## config.mk

```make
export PLATFORM = sky130hd
export DESIGN_NAME = dual_dac_serial_loader
export DESIGN_NICKNAME = d
export VERILOG_FILES = /design/src/common/dac_loader_pkg.sv /design/src/common/word_stream_if.sv /design/src/rtl/dual_dac_serial_loader.sv /design/src/rtl/pin_sync.sv /design/src/rtl/word_fifo.sv
export SDC_FILE = /design/constraint.sdc
export NUM_CORES = 1
export LEC_CHECK = 0
export BUFFER_PORTS_ARGS = -buffer_cell sky130_fd_sc_hd__clkbuf_2
export CORE_ASPECT_RATIO = 0.5
export CORE_MARGIN = 4
export CORE_UTILIZATION = 50
export CTS_BUF_LIST = sky130_fd_sc_hd__clkbuf_8
export CTS_CLUSTER_SIZE = 8
export DETAILED_ROUTE_END_ITERATION = 6
export MAX_ROUTING_LAYER = met4
export PLACE_DENSITY = 0.69
export SYNTH_ARGS = -nofsm -noshare
export SYNTH_HDL_FRONTEND = slang
export SYNTH_SLANG_ARGS = --single-unit
```

## constraint.sdc

```tcl
create_clock -name mclk_i -period 2.7 [get_ports mclk_i]
set_clock_uncertainty 0.05 [all_clocks]
set_input_delay 0 -clock mclk_i [delete_from_list [all_inputs] [get_ports mclk_i]]
set_output_delay 0 -clock mclk_i [all_outputs]
set_load 0.02 [all_outputs]
```

## src/common/dac_loader_pkg.sv

```systemverilog
`default_nettype none
package dac_loader_pkg;

   ////////////////////////////////////////////////////////////////////////
   // Word geometry
   localparam int unsigned WORD_BITS  = 16;
   localparam int unsigned CODE_BITS  = 10;
   localparam int unsigned CNT_BITS   = 4;
   localparam logic [3:0]  LAST_BIT   = 4'hf;  // Index of 16th edge

   // Field positions inside the shifted word
   localparam int unsigned SEL_POS    = 15;    // 0 = channel A, 1 = B
   localparam int unsigned OP_HI      = 14;
   localparam int unsigned OP_LO      = 13;
   localparam int unsigned TERM_HI    = 12;
   localparam int unsigned TERM_LO    = 11;
   localparam int unsigned CODE_HI    = 9;
   localparam int unsigned CODE_LO    = 0;

   ////////////////////////////////////////////////////////////////////////
   // Operation codes carried in the mode bits
   localparam logic [1:0] OP_WRITE_UPD  = 2'h0;  // Load and update one
   localparam logic [1:0] OP_WRITE_ONLY = 2'h1;  // Load, no update
   localparam logic [1:0] OP_UPD_BOTH   = 2'h2;  // Load, update both
   localparam logic [1:0] OP_PWR_DOWN   = 2'h3;

   // Power-down state shown on the pd output
   localparam logic [1:0] PD_ACTIVE    = 2'h0;
   localparam logic [1:0] PD_1K_GND    = 2'h1;
   localparam logic [1:0] PD_100K_GND  = 2'h2;
   localparam logic [1:0] PD_HIGH_Z    = 2'h3;

   ////////////////////////////////////////////////////////////////////////
   // Reset values
   localparam logic [9:0]  CODE_RST    = 10'h000;
   localparam logic [1:0]  PD_RST      = 2'h0;
   localparam logic [2:0]  PIN_RST     = 3'h1;   // {din, sclk, sel_b}

   ////////////////////////////////////////////////////////////////////////
   // Timing: hold-off after each output update (converter settling)
   localparam int unsigned CLK_PERIOD_NS = 5;
   localparam int unsigned SETTLE_NS     = 6000;
   localparam int unsigned SETTLE_CYC    =
      (SETTLE_NS + CLK_PERIOD_NS - 1) / CLK_PERIOD_NS;
   localparam int unsigned SETTLE_BITS   = 11;
   localparam int unsigned FIFO_DEPTH    = 4;

endpackage
`default_nettype wire

```

## src/common/word_stream_if.sv

```systemverilog
`timescale 1ns/100ps
`default_nettype none
// Valid/ready word stream between the frame logic, FIFO and applier
interface word_stream_if #(
   parameter int unsigned WIDTH = 16
);
   logic             valid;
   logic             ready;
   logic [WIDTH-1:0] data;

   modport src (output valid, output data, input ready);
   modport snk (input valid, input data, output ready);
endinterface
`default_nettype wire

```

## src/rtl/dual_dac_serial_loader.sv

```systemverilog
`timescale 1ns/100ps
`default_nettype none
module dual_dac_serial_loader #(
   parameter int unsigned FIFO_DEPTH = dac_loader_pkg::FIFO_DEPTH
) (
   // Clock and reset
   input  wire logic       mclk_i,
   input  wire logic       rst_b_i,
   // Serial pins from the host
   input  wire logic       frame_sel_b_i,
   input  wire logic       sclk_i,
   input  wire logic       sdata_i,
   // Converter channel codes
   output logic [9:0]      channel_a_output_o,
   output logic [9:0]      channel_b_output_o,
   // Power-down state and events
   output logic [1:0]      pd_mode_o,
   output logic            update_o,
   output logic            frame_abort_o,
   output logic            frame_drop_o
);

   ////////////////////////////////////////////////////////////////////////
   // Types and state
   typedef enum logic [2:0] {
      FR_IDLE  = 3'b001,
      FR_SHIFT = 3'b010,
      FR_DONE  = 3'b100
   } frame_e;

   typedef logic [dac_loader_pkg::CODE_BITS-1:0] code_t;
   typedef logic [dac_loader_pkg::WORD_BITS-1:0] word_t;

   typedef struct packed {
      frame_e                                       fr;
      logic                                         sel_prev;
      logic                                         sclk_prev;
      logic [dac_loader_pkg::CNT_BITS-1:0]          cnt;
      word_t                                        shreg;
      logic                                         pend;
      word_t                                        word;
      code_t                                        in_a;
      code_t                                        in_b;
      code_t                                        out_a;
      code_t                                        out_b;
      logic [1:0]                                   pd;
      logic [dac_loader_pkg::SETTLE_BITS-1:0]       settle;
      logic                                         upd;
      logic                                         abort;
      logic                                         drop;
   } top_s;

   top_s  st_q;
   top_s  st_d;
   logic  [2:0] pins;
   logic  sel_b;
   logic  sclk;
   logic  sdata;
   logic  sel_fall;
   logic  sclk_fall;
   word_t aw;
   code_t code;

   word_stream_if #(.WIDTH(dac_loader_pkg::WORD_BITS)) fill_s ();
   word_stream_if #(.WIDTH(dac_loader_pkg::WORD_BITS)) drain_s ();

   ////////////////////////////////////////////////////////////////////////
   // Pin synchronisers; the link clock is sampled like any other pin.
   // Sampling at 200 MHz limits the usable shift clock to about 1/8 of
   // that, well below the 40 MHz the pins could otherwise carry.
   pin_sync #(
      .WIDTH   (3),
      .RST_VAL (dac_loader_pkg::PIN_RST)
   ) u_sync (
      .mclk_i  (mclk_i),
      .rst_b_i (rst_b_i),
      .pin_i   ({sdata_i, sclk_i, frame_sel_b_i}),
      .level_o (pins)
   );

   // Data and clock pass the same stages, so they stay aligned
   assign sel_b     = pins[0];
   assign sclk      = pins[1];
   assign sdata     = pins[2];
   assign sel_fall  = st_q.sel_prev & ~sel_b;
   assign sclk_fall = st_q.sclk_prev & ~sclk;

   ////////////////////////////////////////////////////////////////////////
   // Word buffer between frame capture and the applier
   word_fifo #(
      .WIDTH   (dac_loader_pkg::WORD_BITS),
      .DEPTH   (FIFO_DEPTH)
   ) u_fifo (
      .mclk_i  (mclk_i),
      .rst_b_i (rst_b_i),
      .wr      (fill_s.snk),
      .rd      (drain_s.src)
   );

   // Pending word is offered until the FIFO takes it
   assign fill_s.valid  = st_q.pend;
   assign fill_s.data   = st_q.word;
   // Applier stalls while the last update is still settling
   assign drain_s.ready = (st_q.settle == '0);

   assign aw   = drain_s.data;
   assign code = aw[dac_loader_pkg::CODE_HI:dac_loader_pkg::CODE_LO];

   ////////////////////////////////////////////////////////////////////////
   // Next-state logic
   always_comb begin
      st_d           = st_q;
      st_d.sel_prev  = sel_b;
      st_d.sclk_prev = sclk;
      st_d.upd       = 1'b0;
      st_d.abort     = 1'b0;
      st_d.drop      = 1'b0;

      // Handshake into the FIFO clears the pending word
      if (st_q.pend && fill_s.ready) begin
         st_d.pend = 1'b0;
      end

      // Frame capture
      unique case (st_q.fr)
         FR_IDLE: begin
            if (sel_fall) begin
               st_d.fr  = FR_SHIFT;
               st_d.cnt = '0;
            end
         end
         FR_SHIFT: begin
            if (sel_b) begin
               // Partial word is dropped; outputs untouched
               st_d.fr    = FR_IDLE;
               st_d.abort = 1'b1;
            end else if (sclk_fall) begin
               st_d.shreg = {st_q.shreg[dac_loader_pkg::WORD_BITS-2:0],
                             sdata};
               st_d.cnt   = st_q.cnt + 1'b1;
               if (st_q.cnt == dac_loader_pkg::LAST_BIT) begin
                  st_d.fr = FR_DONE;
                  // A word still waiting keeps its place; the new one
                  // is lost and flagged rather than overwriting it
                  if (st_d.pend) begin
                     st_d.drop = 1'b1;
                  end else begin
                     st_d.pend = 1'b1;
                     st_d.word = {st_q.shreg[dac_loader_pkg::WORD_BITS-2:0],
                                  sdata};
                  end
               end
            end
         end
         FR_DONE: begin
            // Extra edges are ignored until select goes high again
            if (sel_b) begin
               st_d.fr = FR_IDLE;
            end
         end
      endcase

      // Settle countdown after an update
      if (st_q.settle != '0) begin
         st_d.settle = st_q.settle - 1'b1;
      end

      // Applier: decode one word per settle window
      if (drain_s.valid && drain_s.ready) begin
         unique case (aw[dac_loader_pkg::OP_HI:dac_loader_pkg::OP_LO])
            dac_loader_pkg::OP_WRITE_UPD: begin
               if (aw[dac_loader_pkg::SEL_POS]) begin
                  st_d.in_b  = code;
                  st_d.out_b = code;
               end else begin
                  st_d.in_a  = code;
                  st_d.out_a = code;
               end
               st_d.pd = dac_loader_pkg::PD_ACTIVE;
            end
            dac_loader_pkg::OP_WRITE_ONLY: begin
               if (aw[dac_loader_pkg::SEL_POS]) begin
                  st_d.in_b = code;
               end else begin
                  st_d.in_a = code;
               end
            end
            dac_loader_pkg::OP_UPD_BOTH: begin
               // Both outputs move in the same cycle
               if (aw[dac_loader_pkg::SEL_POS]) begin
                  st_d.in_b  = code;
                  st_d.out_a = st_q.in_a;
                  st_d.out_b = code;
               end else begin
                  st_d.in_a  = code;
                  st_d.out_a = code;
                  st_d.out_b = st_q.in_b;
               end
               st_d.pd = dac_loader_pkg::PD_ACTIVE;
            end
            dac_loader_pkg::OP_PWR_DOWN: begin
               // Termination field 0 has no meaning; treat as high-Z
               st_d.pd = (aw[dac_loader_pkg::TERM_HI:
                             dac_loader_pkg::TERM_LO] == 2'h0) ?
                         dac_loader_pkg::PD_HIGH_Z :
                         aw[dac_loader_pkg::TERM_HI:
                            dac_loader_pkg::TERM_LO];
            end
         endcase
         st_d.upd    = 1'b1;
         st_d.settle = dac_loader_pkg::SETTLE_BITS'(
                          dac_loader_pkg::SETTLE_CYC);
      end
   end

   ////////////////////////////////////////////////////////////////////////
   // State register; outputs come up at zero and stay there until the
   // first complete word is applied
   always_ff @(posedge mclk_i) begin
      if (!rst_b_i) begin
         st_q           <= '0;
         st_q.fr        <= FR_IDLE;
         st_q.sel_prev  <= 1'b1;
         st_q.out_a     <= dac_loader_pkg::CODE_RST;
         st_q.out_b     <= dac_loader_pkg::CODE_RST;
         st_q.pd        <= dac_loader_pkg::PD_RST;
      end else begin
         st_q <= st_d;
      end
   end

   ////////////////////////////////////////////////////////////////////////
   // Outputs straight from the state register
   assign channel_a_output_o = st_q.out_a;
   assign channel_b_output_o = st_q.out_b;
   assign pd_mode_o          = st_q.pd;
   assign update_o           = st_q.upd;
   assign frame_abort_o      = st_q.abort;
   assign frame_drop_o       = st_q.drop;

endmodule // dual_dac_serial_loader
`default_nettype wire

```

## src/rtl/pin_sync.sv

```systemverilog
`timescale 1ns/100ps
`default_nettype none
module pin_sync #(
   parameter int unsigned        WIDTH   = 3,
   parameter logic [WIDTH-1:0]   RST_VAL = '0
) (
   // Clock and reset
   input  wire logic             mclk_i,
   input  wire logic             rst_b_i,
   // Raw pins and filtered levels
   input  wire logic [WIDTH-1:0] pin_i,
   output logic      [WIDTH-1:0] level_o
);

   typedef struct packed {
      logic [WIDTH-1:0] s1;
      logic [WIDTH-1:0] s2;
      logic [WIDTH-1:0] s3;
      logic [WIDTH-1:0] lvl;
   } sync_s;

   sync_s st_q;
   sync_s st_d;

   ////////////////////////////////////////////////////////////////////////
   // A bit only moves once stages two and three agree; s1 feeds s2 alone
   always_comb begin
      st_d     = st_q;
      st_d.s1  = pin_i;
      st_d.s2  = st_q.s1;
      st_d.s3  = st_q.s2;
      st_d.lvl = (st_q.s3 & ~(st_q.s2 ^ st_q.s3)) |
                 (st_q.lvl & (st_q.s2 ^ st_q.s3));
   end

   // State register
   always_ff @(posedge mclk_i) begin
      if (!rst_b_i) begin
         st_q <= {4{RST_VAL}};
      end else begin
         st_q <= st_d;
      end
   end

   assign level_o = st_q.lvl;

endmodule // pin_sync
`default_nettype wire

```

## src/rtl/word_fifo.sv

```systemverilog
`timescale 1ns/100ps
`default_nettype none
module word_fifo #(
   parameter int unsigned WIDTH = 16,
   parameter int unsigned DEPTH = 4
) (
   // Clock and reset
   input  wire logic   mclk_i,
   input  wire logic   rst_b_i,
   // Fill and drain sides
   word_stream_if.snk  wr,
   word_stream_if.src  rd
);

   localparam int unsigned AW = (DEPTH > 1) ? $clog2(DEPTH) : 1;
   localparam int unsigned CW = $clog2(DEPTH + 1);

   typedef struct packed {
      logic [DEPTH-1:0][WIDTH-1:0] mem;
      logic [AW-1:0]               wp;
      logic [AW-1:0]               rp;
      logic [CW-1:0]               cnt;
   } fifo_s;

   fifo_s st_q;
   fifo_s st_d;
   logic  push;
   logic  pop;

   ////////////////////////////////////////////////////////////////////////
   // Pointers wrap at DEPTH so any depth works, not only powers of two
   always_comb begin
      st_d = st_q;
      push = wr.valid && (st_q.cnt != CW'(DEPTH));
      pop  = rd.ready && (st_q.cnt != '0);
      if (push) begin
         st_d.mem[st_q.wp] = wr.data;
         st_d.wp = (st_q.wp == AW'(DEPTH - 1)) ? '0 : AW'(st_q.wp + 1'b1);
      end
      if (pop) begin
         st_d.rp = (st_q.rp == AW'(DEPTH - 1)) ? '0 : AW'(st_q.rp + 1'b1);
      end
      st_d.cnt = CW'(st_q.cnt + CW'(push) - CW'(pop));
   end

   // State register
   always_ff @(posedge mclk_i) begin
      if (!rst_b_i) begin
         st_q <= '0;
      end else begin
         st_q <= st_d;
      end
   end

   // Honest full and empty
   assign wr.ready = (st_q.cnt != CW'(DEPTH));
   assign rd.valid = (st_q.cnt != '0);
   assign rd.data  = st_q.mem[st_q.rp];

endmodule // word_fifo
`default_nettype wire

```

==> reports/results.ini, run 1 <==
[run_status]
status = finished clean

[sta]
hold_ws_ps = 39.4
finalCritPeriodShare_pct = 90.2
rsz0062_at_grt = no
final-hold-violation-count = 0
setup_ws_ps = 266
slew_viol_final = 0
finalSetupViolCount = 0
fin_crit_ps = 2430
tightestPinTransition_ps = 741
fmax_mhz = 411
slew_headroom_pct = 50.6
tns_ps = 0

[power]
p_clk_share_pct = 35.6
p_seq_share_pct = 54.9
internal_power_w = 0.00363
swShare_pct = 26.4
combPwrFrac_pct = 9.5
worst_ir_drop_vdd_v = 0.000344
power.total_w = 0.00494
switching_power_w = 0.00131
leakagePower_nw = 3.41
power_density_nw_per_um2 = 621

[yosys]
yosys.area_share.adder_pct = 1.97
synth_fp_nets = 772
synth_cells = 756
synth_edf_count = 0
synth_top_family_by_area = multiplexers
synth_compound_area_share_pct = 8.29
synth_area_per_cell_um2 = 9.76
ys_warn_count = 0
synth_area_um2 = 7380
synth_xor_area_share_pct = 0.950
async_reset_ff_share_pct = 0
synthMuxAreaShare_pct = 18.4
synth_ff_type = dfxtp_1
ys_seq_elements = 175
synthSimpleGateAreaFrac_pct = 16.7
seq_area_frac_synth_pct = 47.5
synthDistinctLibCells = 54

[clock_tree]
insertion_delay_ps = 450
cts_buffer_depth = 2
ctsHoldBuffers = 3
path_clk_slew_ps = 100
clock_sinks = 175
cts_buffers = 17
clockRootBuffer = clkbuf_8
post_cts_buffers = 0
cts-resized-gates = 0
htreeDepth = 4
cts_tree = done

[critical_path]
critPathMaxFanout = 4
crit_type = reg -> reg
worstPathArrival_ps = 2700
critPathRequiredTime_ps = 2970
crit_slowest_cell = fa_1
crit_chain = inv_1 > ha_1 > nor4b_4 > nand4_2 > clkinv_2 > ha_1 > inv_1 > ha_1 > inv_1 > fa_1 > xor2_1 > xnor2_1 > nor2_1
critPathMaxStageDelay_ps = 370
end_kind = flip-flop
startpoint_type = flip-flop

[hold_path]
hp-class = in -> reg

[floorplanning]
ios = 30
fp-row-count = 31
die_w_um = 180
die_y_um = 93.9
die_area_um2 = 16900
coreArea_um2 = 14500
start_util_pct = 51.0

[routing]
drt_pass1_iterations = 4
routed_wirelength_mm = 14.7
antenna_left = 0
vias_per_cell = 5.45
drt-initial-drc-count = 419
wl_per_cell_um = 15.1
vias = 5274
route.detailed.drc = 0

[final_layout]
syn_to_final_growth_pct = 7.84
finalNetCount = 774
layout_common_cells = 175 x dfxtp_1, 110 x nand2_1, 101 x mux2i_1
final_common_cell = dfxtp_1
drive_above_1_share_pct = 13.9
diodes = 0

[global_route]
grt.overflow.total = 0
grt_max_degree = 75
grt_pass1_vias = 4944
grt_pass1_wl_mm = 24.7
grt_usage_pct = 18.5
antenna_found_initial = 0

[placed_design]
port-buffer-count = 29
hpwlAfterDp_mm = 10.0
place.gp.congestion = 0.827
pre_cts_slack_ps = 270

[flow_run]
maxCapViolCount = 0

## path summary, 6_finish.rpt
kind / from / endpoint / slack [ps] / cells past startpoint
max: st_q[3] / u_fifo.st_q[2] / 270 / 13
min: rst_b_i / st_q[94] / 40 / 3
max reg2reg: st_q[3] / u_fifo.st_q[2] / 270 / 13
min reg2reg: u_sync.st_d[6] / u_sync.st_d[3] / 370 / 1
## power by group through the flow
| stage | combinational [W] | sequential, W | clock, W |
|---|---|---|---|
| global placement | 0.000457 | 0.00277 | 0 |
| floorplan | 0.000364 | 0.00276 | 0 |
| finish | 0.000470 | 0.00271 | 0.00176 |
| detailed placement | 0.000468 | 0.00277 | 0 |
| global route | 0.000521 | 0.00272 | 0.00191 |
| CTS | 0.000473 | 0.00271 | 0.00180 |
## stage by stage
step / instances / area (µm²) / util, %
floorplan: 756 / 7390 / -
global placement: 934 / 7550 / 52.2
detailed placement: 934 / 7550 / 52.2
CTS: 968 / 7960 / 55.0
global route: 968 / 7960 / 55.0
finish: 968 / 7960 / 55.0
## layout make-up
| cell class | instances | area (µm²) |
|---|---|---|
| Fill cell | 1276 | 6510 |
| Timing Repair Buffer | 52 | 338 |
| Tap cell | 198 | 248 |
| Clock buffer | 18 | 248 |
| Inverter | 12 | 48.8 |
| Clock inverter | 13 | 129 |
| Sequential cell | 175 | 3500 |
| Multi-Input combinational cell | 500 | 3440 |
## state kept, by name, summed over array words and instances (netlist names), 2 cells and up, named ones only
register,count
u_fifo.st_q,67
st_q,55
fill_s.data,15
channel_a_output_o,10
channel_b_output_o,10
u_sync.st_d,6
u_sync.st_q,3
pd_mode_o,2
## per-layer routing
metal / track usage (%) / wire length (µm) / vias up
met4: 5.20 / 133 / 0
li1: - / - / 2622
met5: - / 0 / -
met1: 24.6 / 7400 / 2537
met3: 4.06 / 552 / 11
met2: 29.0 / 6570 / 104
## kinds of logic after synthesis
| group | Yosys count |
|---|---|
| XOR/XNOR | 8 |
| flip-flops | 175 |
| adder cells (fa/ha/maj) | 11 |
| buffers and inverters | 81 |
| AO/OA/AOI/OAI | 93 |
| AND/OR/NAND/NOR | 271 |
| multiplexers | 117 |
## synth_stat cells, drive strengths merged (2+ instances only)
library cell | n | area, µm²
nand2 | 110 | 413
buf | 40 | 299
a22oi | 2 | 15.0
nand2b | 9 | 56.3
mux2i | 101 | 1010
mux4 | 15 | 338
and3 | 5 | 31.3
nand3b | 3 | 22.5
nand3 | 11 | 55.1
nor4 | 3 | 25.0
inv | 11 | 41.3
xnor2 | 6 | 52.6
xor2 | 2 | 17.5
a211oi | 6 | 45.0
nand4 | 2 | 18.8
nor3 | 7 | 35.0
clkbuf | 29 | 110
nor2b | 3 | 18.8
ha | 10 | 125
and2 | 10 | 62.6
or3 | 3 | 18.8
nor2 | 91 | 342
nor4b | 3 | 32.5
and3b | 3 | 26.3
or3b | 3 | 26.3
a21oi | 29 | 145
o21ai | 9 | 45.0
a311oi | 20 | 181
a31oi | 21 | 131
dfxtp | 175 | 3500
## critical path: cells and delay by family (launching register included)
family,cells,cell delay [ps]
flops,1,350
xor+xnor,2,330
simple gates,3,420
fa+ha+maj,4,870
buf+inv,4,270
Note: power is estimated with default switching activity, not from simulation.
==> inputs of run 2 (changes only) <==
--- a/config.mk
+++ b/config.mk
@@ -9,7 +9,7 @@
 export CORE_ASPECT_RATIO = 0.5
 export CORE_MARGIN = 4
 export CORE_UTILIZATION = 50
-export CTS_BUF_LIST = sky130_fd_sc_hd__clkbuf_8
+export CTS_BUF_LIST = sky130_fd_sc_hd__clkbuf_4 sky130_fd_sc_hd__clkbuf_8 sky130_fd_sc_hd__clkbuf_16
 export CTS_CLUSTER_SIZE = 8
 export DETAILED_ROUTE_END_ITERATION = 6
 export MAX_ROUTING_LAYER = met4
==> run 2 against run 1 <==
Sequential power is essentially flat. Hold slack improved by 31 ps. Maximum frequency is essentially flat. Routed wire length is 1.2% higher. Via count decreased by 0.21%. Critical path type unchanged. Clock power increased by 35%. First-iteration DRC count down 4.5%. Die area did not move. Cell count unchanged. Register-to-register slack is essentially flat. Critical path depth is the same. Final area up 2.4%.
==> reports/results.ini, run 2 (same netlist as run 1, synthesis figures left out) <==
[run_status]
status = finished clean

[power]
leakagePower_nw = 3.50  ; +2.6%
power_density_nw_per_um2 = 682  ; +9.8%
power.total_w = 0.00555  ; +12%
worst_ir_drop_vdd_v = 0.000490  ; +42%

[final_layout]
finalNetCount = 774  ; unchanged
syn_to_final_growth_pct = 10.4
largest_reg_flops = 67  ; unchanged
diodes = 0  ; unchanged
multi_input_area_um2 = 3440  ; unchanged
drive_above_1_share_pct = 13.9  ; unchanged
regMostFlops = u_fifo.st_q
layout_common_cells = 175 x dfxtp_1, 110 x nand2_1, 101 x mux2i_1
final_cells = 968  ; unchanged
post-route-util_pct = 56.3  ; +1.3 points
final_common_cell = dfxtp_1
ff_latch_area_um2 = 3500  ; unchanged
fillerInstances = 1248  ; -2.2%

[routing]
vias = 5263  ; -0.21%
antenna_left = 0  ; unchanged
wl_per_cell_um = 15.3  ; +1.2%
drt-initial-drc-count = 400  ; -4.5%
routed_wirelength_mm = 14.8  ; +1.2%
route.detailed.drc = 0  ; unchanged
drt_pass1_iterations = 4  ; unchanged
vias_per_cell = 5.44  ; -0.21%

[clock_tree]
cts_tree = done
path_clk_slew_ps = 70  ; -30 ps
htreeDepth = 4  ; unchanged
clock_sinks = 175  ; unchanged
clockRootBuffer = clkbuf_16
cts_buffer_depth = 2  ; unchanged
insertion_delay_ps = 420  ; -30 ps
cts_buffers = 17  ; unchanged
cts-resized-gates = 0  ; unchanged

[floorplanning]
start_util_pct = 51.0  ; unchanged
fp-row-count = 31  ; unchanged
die_y_um = 93.9  ; unchanged
die_area_um2 = 16900  ; unchanged
coreArea_um2 = 14500  ; unchanged
ios = 30  ; unchanged
die_w_um = 180  ; unchanged

[critical_path]
startpoint_type = flip-flop
critPathMaxFanout = 4  ; unchanged
worstPathArrival_ps = 2670  ; -30 ps
critPathLaunch = st_q[3]
rr_startpoint = st_q[3]
critPathRequiredTime_ps = 2940  ; -30 ps
reg2reg_depth = 13  ; unchanged
crit_type = reg -> reg
end_kind = flip-flop

[sta]
finalSetupViolCount = 0  ; unchanged
slew_headroom_pct = 50.8  ; +0.19 points
rsz0062_at_grt = no
finalCritPeriodShare_pct = 90.1  ; about the same
tns_ps = 0  ; unchanged
hold_ws_ps = 70.1  ; +30.7 ps
fmax_mhz = 411  ; about the same
fin_crit_ps = 2430  ; -1.00 ps
slew_viol_final = 0  ; unchanged
final-hold-violation-count = 0  ; unchanged
tightestPinTransition_ps = 739  ; -2.89 ps

[hold_path]
hp-class = in -> reg
hold_path_depth = 3  ; unchanged
min_from = rst_b_i

[global_route]
grt_pass1_wl_mm = 25.0  ; +0.98%
grt_usage_pct = 18.8  ; +0.22 points
grt_pass1_vias = 5005  ; +1.2%
grt.overflow.total = 0  ; unchanged
antenna_found_initial = 0  ; unchanged
grt_max_degree = 75  ; unchanged

[flow_run]
maxCapViolCount = 0  ; unchanged

[placed_design]
hpwlAfterDp_mm = 10.0  ; unchanged
port-buffer-count = 29  ; unchanged
place.gp.congestion = 0.827  ; unchanged
dpl.cell_count = 934  ; unchanged

run 2: area by class of cell:
type / instances / share of cell area [%]
Tap cell: 198 / 3.04
Multi-Input combinational cell: 500 / 42.2
Sequential cell: 175 / 43.0
Inverter: 12 / 0.599
Clock buffer: 18 / 5.39
Clock inverter: 13 / 1.58
Timing Repair Buffer: 52 / 4.15
run 2: what timing repair did:
item	in CTS	in global routing
hold buffers	3	0
setup buffers	0	0
hold endpoints to repair	3	0
run 2: report_power, final:
part / internal, W / switching, W / total (W) / leakage, nW
clock network: 0.00131 / 0.00106 / 0.00237 / 0.268
registers: 0.00264 / 0.0000709 / 0.00271 / 1.41
logic: 0.000224 / 0.000247 / 0.000471 / 1.81
total: 0.00418 / 0.00138 / 0.00555 / 3.50
run 2: worst paths after layout:
path,endpoint,slack (ps)
worst max-delay path,u_fifo.st_q[2],270
worst min-delay path,st_q[94],70
worst max register to register,u_fifo.st_q[2],270
worst min register to register,u_sync.st_d[3],360
run 2: stage by stage:
step / setup WS, ps / instance area [µm²]
after floorplan: 55.5 / 7390
after global routing: 136 / 8150
final: 267 / 8150
after detailed placement: 270 / 7550
after CTS: 242 / 8150
after global placement: 347 / 7550
run 2: critical path, cell delays in order, from the launching register on:
cell,delay (ps)
dfxtp_1,340
inv_1,90
ha_1,150
nor4b_4,220
nand4_2,150
clkinv_2,70
ha_1,220
inv_1,60
ha_1,130
inv_1,50
fa_1,370
xor2_1,190
xnor2_1,140
nor2_1,50
run 2: per-layer routing:
metal	up-vias	GRT usage (%)	wire, µm
li1	2630	-	-
met1	2521	25.0	7480
met2	98	29.2	6700
met3	14	3.67	510
met4	0	5.96	136
met5	-	-	0
==> inputs of run 3 (changes only) <==
--- a/config.mk
+++ b/config.mk
@@ -13,7 +13,7 @@
 export CTS_CLUSTER_SIZE = 8
 export DETAILED_ROUTE_END_ITERATION = 6
 export MAX_ROUTING_LAYER = met4
-export PLACE_DENSITY = 0.69
+export PLACE_DENSITY = 0.67
 export SYNTH_ARGS = -nofsm -noshare
 export SYNTH_HDL_FRONTEND = slang
 export SYNTH_SLANG_ARGS = --single-unit
==> constraint.sdc (replaced) <==
create_clock -name mclk_i -period 2.95 [get_ports mclk_i]
set_clock_uncertainty 0.05 [all_clocks]
set_input_delay 0 -clock mclk_i [delete_from_list [all_inputs] [get_ports mclk_i]]
set_output_delay 0 -clock mclk_i [all_outputs]
set_load 0.02 [all_outputs]
==> run 3 against run 2 <==
Power shrank 11%. Combinational power shrank 14%. Non-clock buffer count increased by 2. First-iteration DRC count decreased by 6.8%. Routed wire length up 0.48%. Utilization down 0.25 points. Cell count is 0.10% higher. Clock power shrank 12%. Hold slack better by 15 ps. Largest power group unchanged.
==> reports/results.ini, run 3 (same netlist as run 1, synthesis figures left out) <==
[final_layout]
diodes = 0  ; unchanged
drive_above_1_share_pct = 14.0  ; +0.11 points
final_common_cell = dfxtp_1
finalNetCount = 776  ; +0.26%
multi_input_area_um2 = 3420  ; -0.51%
regMostFlops = u_fifo.st_q
fillerInstances = 1259  ; +0.88%
largest_reg_flops = 67  ; unchanged
layout_common_cells = 175 x dfxtp_1, 110 x nand2_1, 101 x mux2i_1
final_cells = 969  ; +0.10%
ff_latch_area_um2 = 3500  ; unchanged
syn_to_final_growth_pct = 9.94
stdcell_area_um2 = 8110  ; -0.45%

[routing]
vias = 5330  ; +1.3%
wl_per_cell_um = 15.4  ; +0.38%
drt_pass1_iterations = 5  ; +1
route.detailed.drc = 0  ; unchanged
routed_wirelength_mm = 14.9  ; +0.48%
drt-initial-drc-count = 373  ; -6.8%
antenna_left = 0  ; unchanged
vias_per_cell = 5.50  ; +1.2%

[critical_path]
end_kind = flip-flop
critPathMaxFanout = 6  ; +2
critPathLaunch = st_q[3]
path_buf_inv = 4  ; unchanged
path_delay_family = adder cells
rr_startpoint = st_q[3]
critPathRequiredTime_ps = 3180  ; +240 ps
crit_slowest_cell = nor4b_2
crit_type = reg -> reg
r2r_slack_ps = 310  ; +40 ps
startpoint_type = flip-flop
worstPathArrival_ps = 2870  ; +200 ps
r2r-end = u_fifo.st_q[2]
crit_end = u_fifo.st_q[2]
critPathMaxStageDelay_ps = 440  ; +70 ps
cp.depth = 13  ; unchanged
crit_chain = inv_1 > ha_1 > nor4b_2 > nand4_2 > clkinv_2 > ha_1 > inv_1 > ha_1 > inv_1 > fa_1 > xor2_1 > xnor2_1 > nor2_1
reg2reg_depth = 13  ; unchanged

[clock_tree]
cts_tree = done
clockRootBuffer = clkbuf_16
cts_buffers = 17  ; unchanged
post_cts_buffers = 0  ; unchanged
htreeDepth = 4  ; unchanged
cts_buffer_depth = 2  ; unchanged
insertion_delay_ps = 420  ; about the same
clock_sinks = 175  ; unchanged
ctsHoldBuffers = 3  ; unchanged
cts-resized-gates = 0  ; unchanged
path_clk_slew_ps = 70  ; about the same

[flow_run]
maxCapViolCount = 0  ; unchanged

[sta]
finalSetupViolCount = 0  ; unchanged
tns_ps = 0  ; unchanged
finalCritPeriodShare_pct = 89.6  ; -0.49 points
rsz0062_at_grt = no
hold_ws_ps = 84.9  ; +14.7 ps
slew_headroom_pct = 54.8  ; +4.1 points
final-hold-violation-count = 0  ; unchanged
fmax_mhz = 378  ; -8.0%
tightestPinTransition_ps = 677  ; -61.2 ps
fin_crit_ps = 2640  ; +211 ps
slew_viol_final = 0  ; unchanged

[power]
power_density_nw_per_um2 = 612  ; -10%
p_clk_share_pct = 42.0  ; -0.7 points
switching_power_w = 0.00120  ; -13%
worst_ir_drop_vdd_v = 0.000387  ; -21%
swShare_pct = 24.1  ; -0.71 points
internal_power_w = 0.00377  ; -9.8%
combPwrFrac_pct = 8.1  ; -0.4 points
leakagePower_nw = 3.48  ; -0.41%
p_seq_share_pct = 49.9  ; +1.1 points

[floorplanning]
start_util_pct = 51.0  ; unchanged
die_w_um = 180  ; unchanged
die_y_um = 93.9  ; unchanged
ios = 30  ; unchanged
coreArea_um2 = 14500  ; unchanged
die_area_um2 = 16900  ; unchanged
fp-row-count = 31  ; unchanged

[placed_design]
port-buffer-count = 29  ; unchanged
dpl.cell_count = 936  ; +0.21%
hpwlAfterDp_mm = 9.91  ; -1.3%
place.gp.congestion = 0.830  ; +0.45%
place_area_um2 = 7530  ; -0.20%

[global_route]
antenna_found_initial = 0  ; unchanged
grt.overflow.total = 0  ; unchanged
grt_pass1_vias = 4911  ; -1.9%
grt_usage_pct = 18.2  ; -0.52 points
grt_max_degree = 64  ; -15%
grt_pass1_wl_mm = 24.4  ; -2.2%

[hold_path]
hp-class = in -> reg

[run_status]
status = finished clean

[run 3: worst min-delay path, delay by kind of cell]
family / cells / cell delay, ps
AND/OR/NAND/NOR: 1 / 150
buffers and inverters: 2 / 350
[run 3: area by class of cell]
type	instances	share of cell area, %
Clock buffer	18	5.34
Inverter	12	0.602
Tap cell	198	3.05
Multi-Input combinational cell	500	42.2
Clock inverter	12	1.40
Timing Repair Buffer	54	4.20
Sequential cell	175	43.2
[run 3: worst min path at each step]
stage / start / to / slack, ps / cells after the start
final: rst_b_i / u_fifo.st_q[1] / 80 / 3
after global routing: rst_b_i / u_sync.st_d[6] / 100 / 3
after CTS: rst_b_i / st_q[94] / 80 / 3
after detailed placement: frame_sel_b_i / u_sync.st_d[6] / 140 / 2
after global placement: frame_sel_b_i / u_sync.st_d[6] / 130 / 2
after floorplan: frame_sel_b_i / u_sync.st_d[6] / 50 / 1
[run 3: per-stage QoR]
step	total power, W	setup slack (ps)	utilization [%]
after global placement	0.00292	327	52.1
after detailed placement	0.00292	317	52.1
after floorplan	0.00283	184	-
final	0.00496	306	56.1
after global routing	0.00515	63.7	56.1
after CTS	0.00500	293	56.1
[run 3: routing by layer]
| metal | GRT usage, % | part of all wire [%] |
|---|---|---|
| met1 | 24.4 | 51 |
| met2 | 28.5 | 45 |
| met3 | 4.02 | 3.3 |
| met4 | 4.37 | 0.81 |
| met5 | - | 0 |
[run 3: power by group through the flow]
stage | Combinational (W) | Clock (W) | Sequential, W
after global placement | 0.000391 | 0 | 0.00252
after global routing | 0.000446 | 0.00222 | 0.00248
after CTS | 0.000402 | 0.00212 | 0.00247
after detailed placement | 0.000395 | 0 | 0.00253
after floorplan | 0.000317 | 0 | 0.00251
final | 0.000404 | 0.00208 | 0.00248
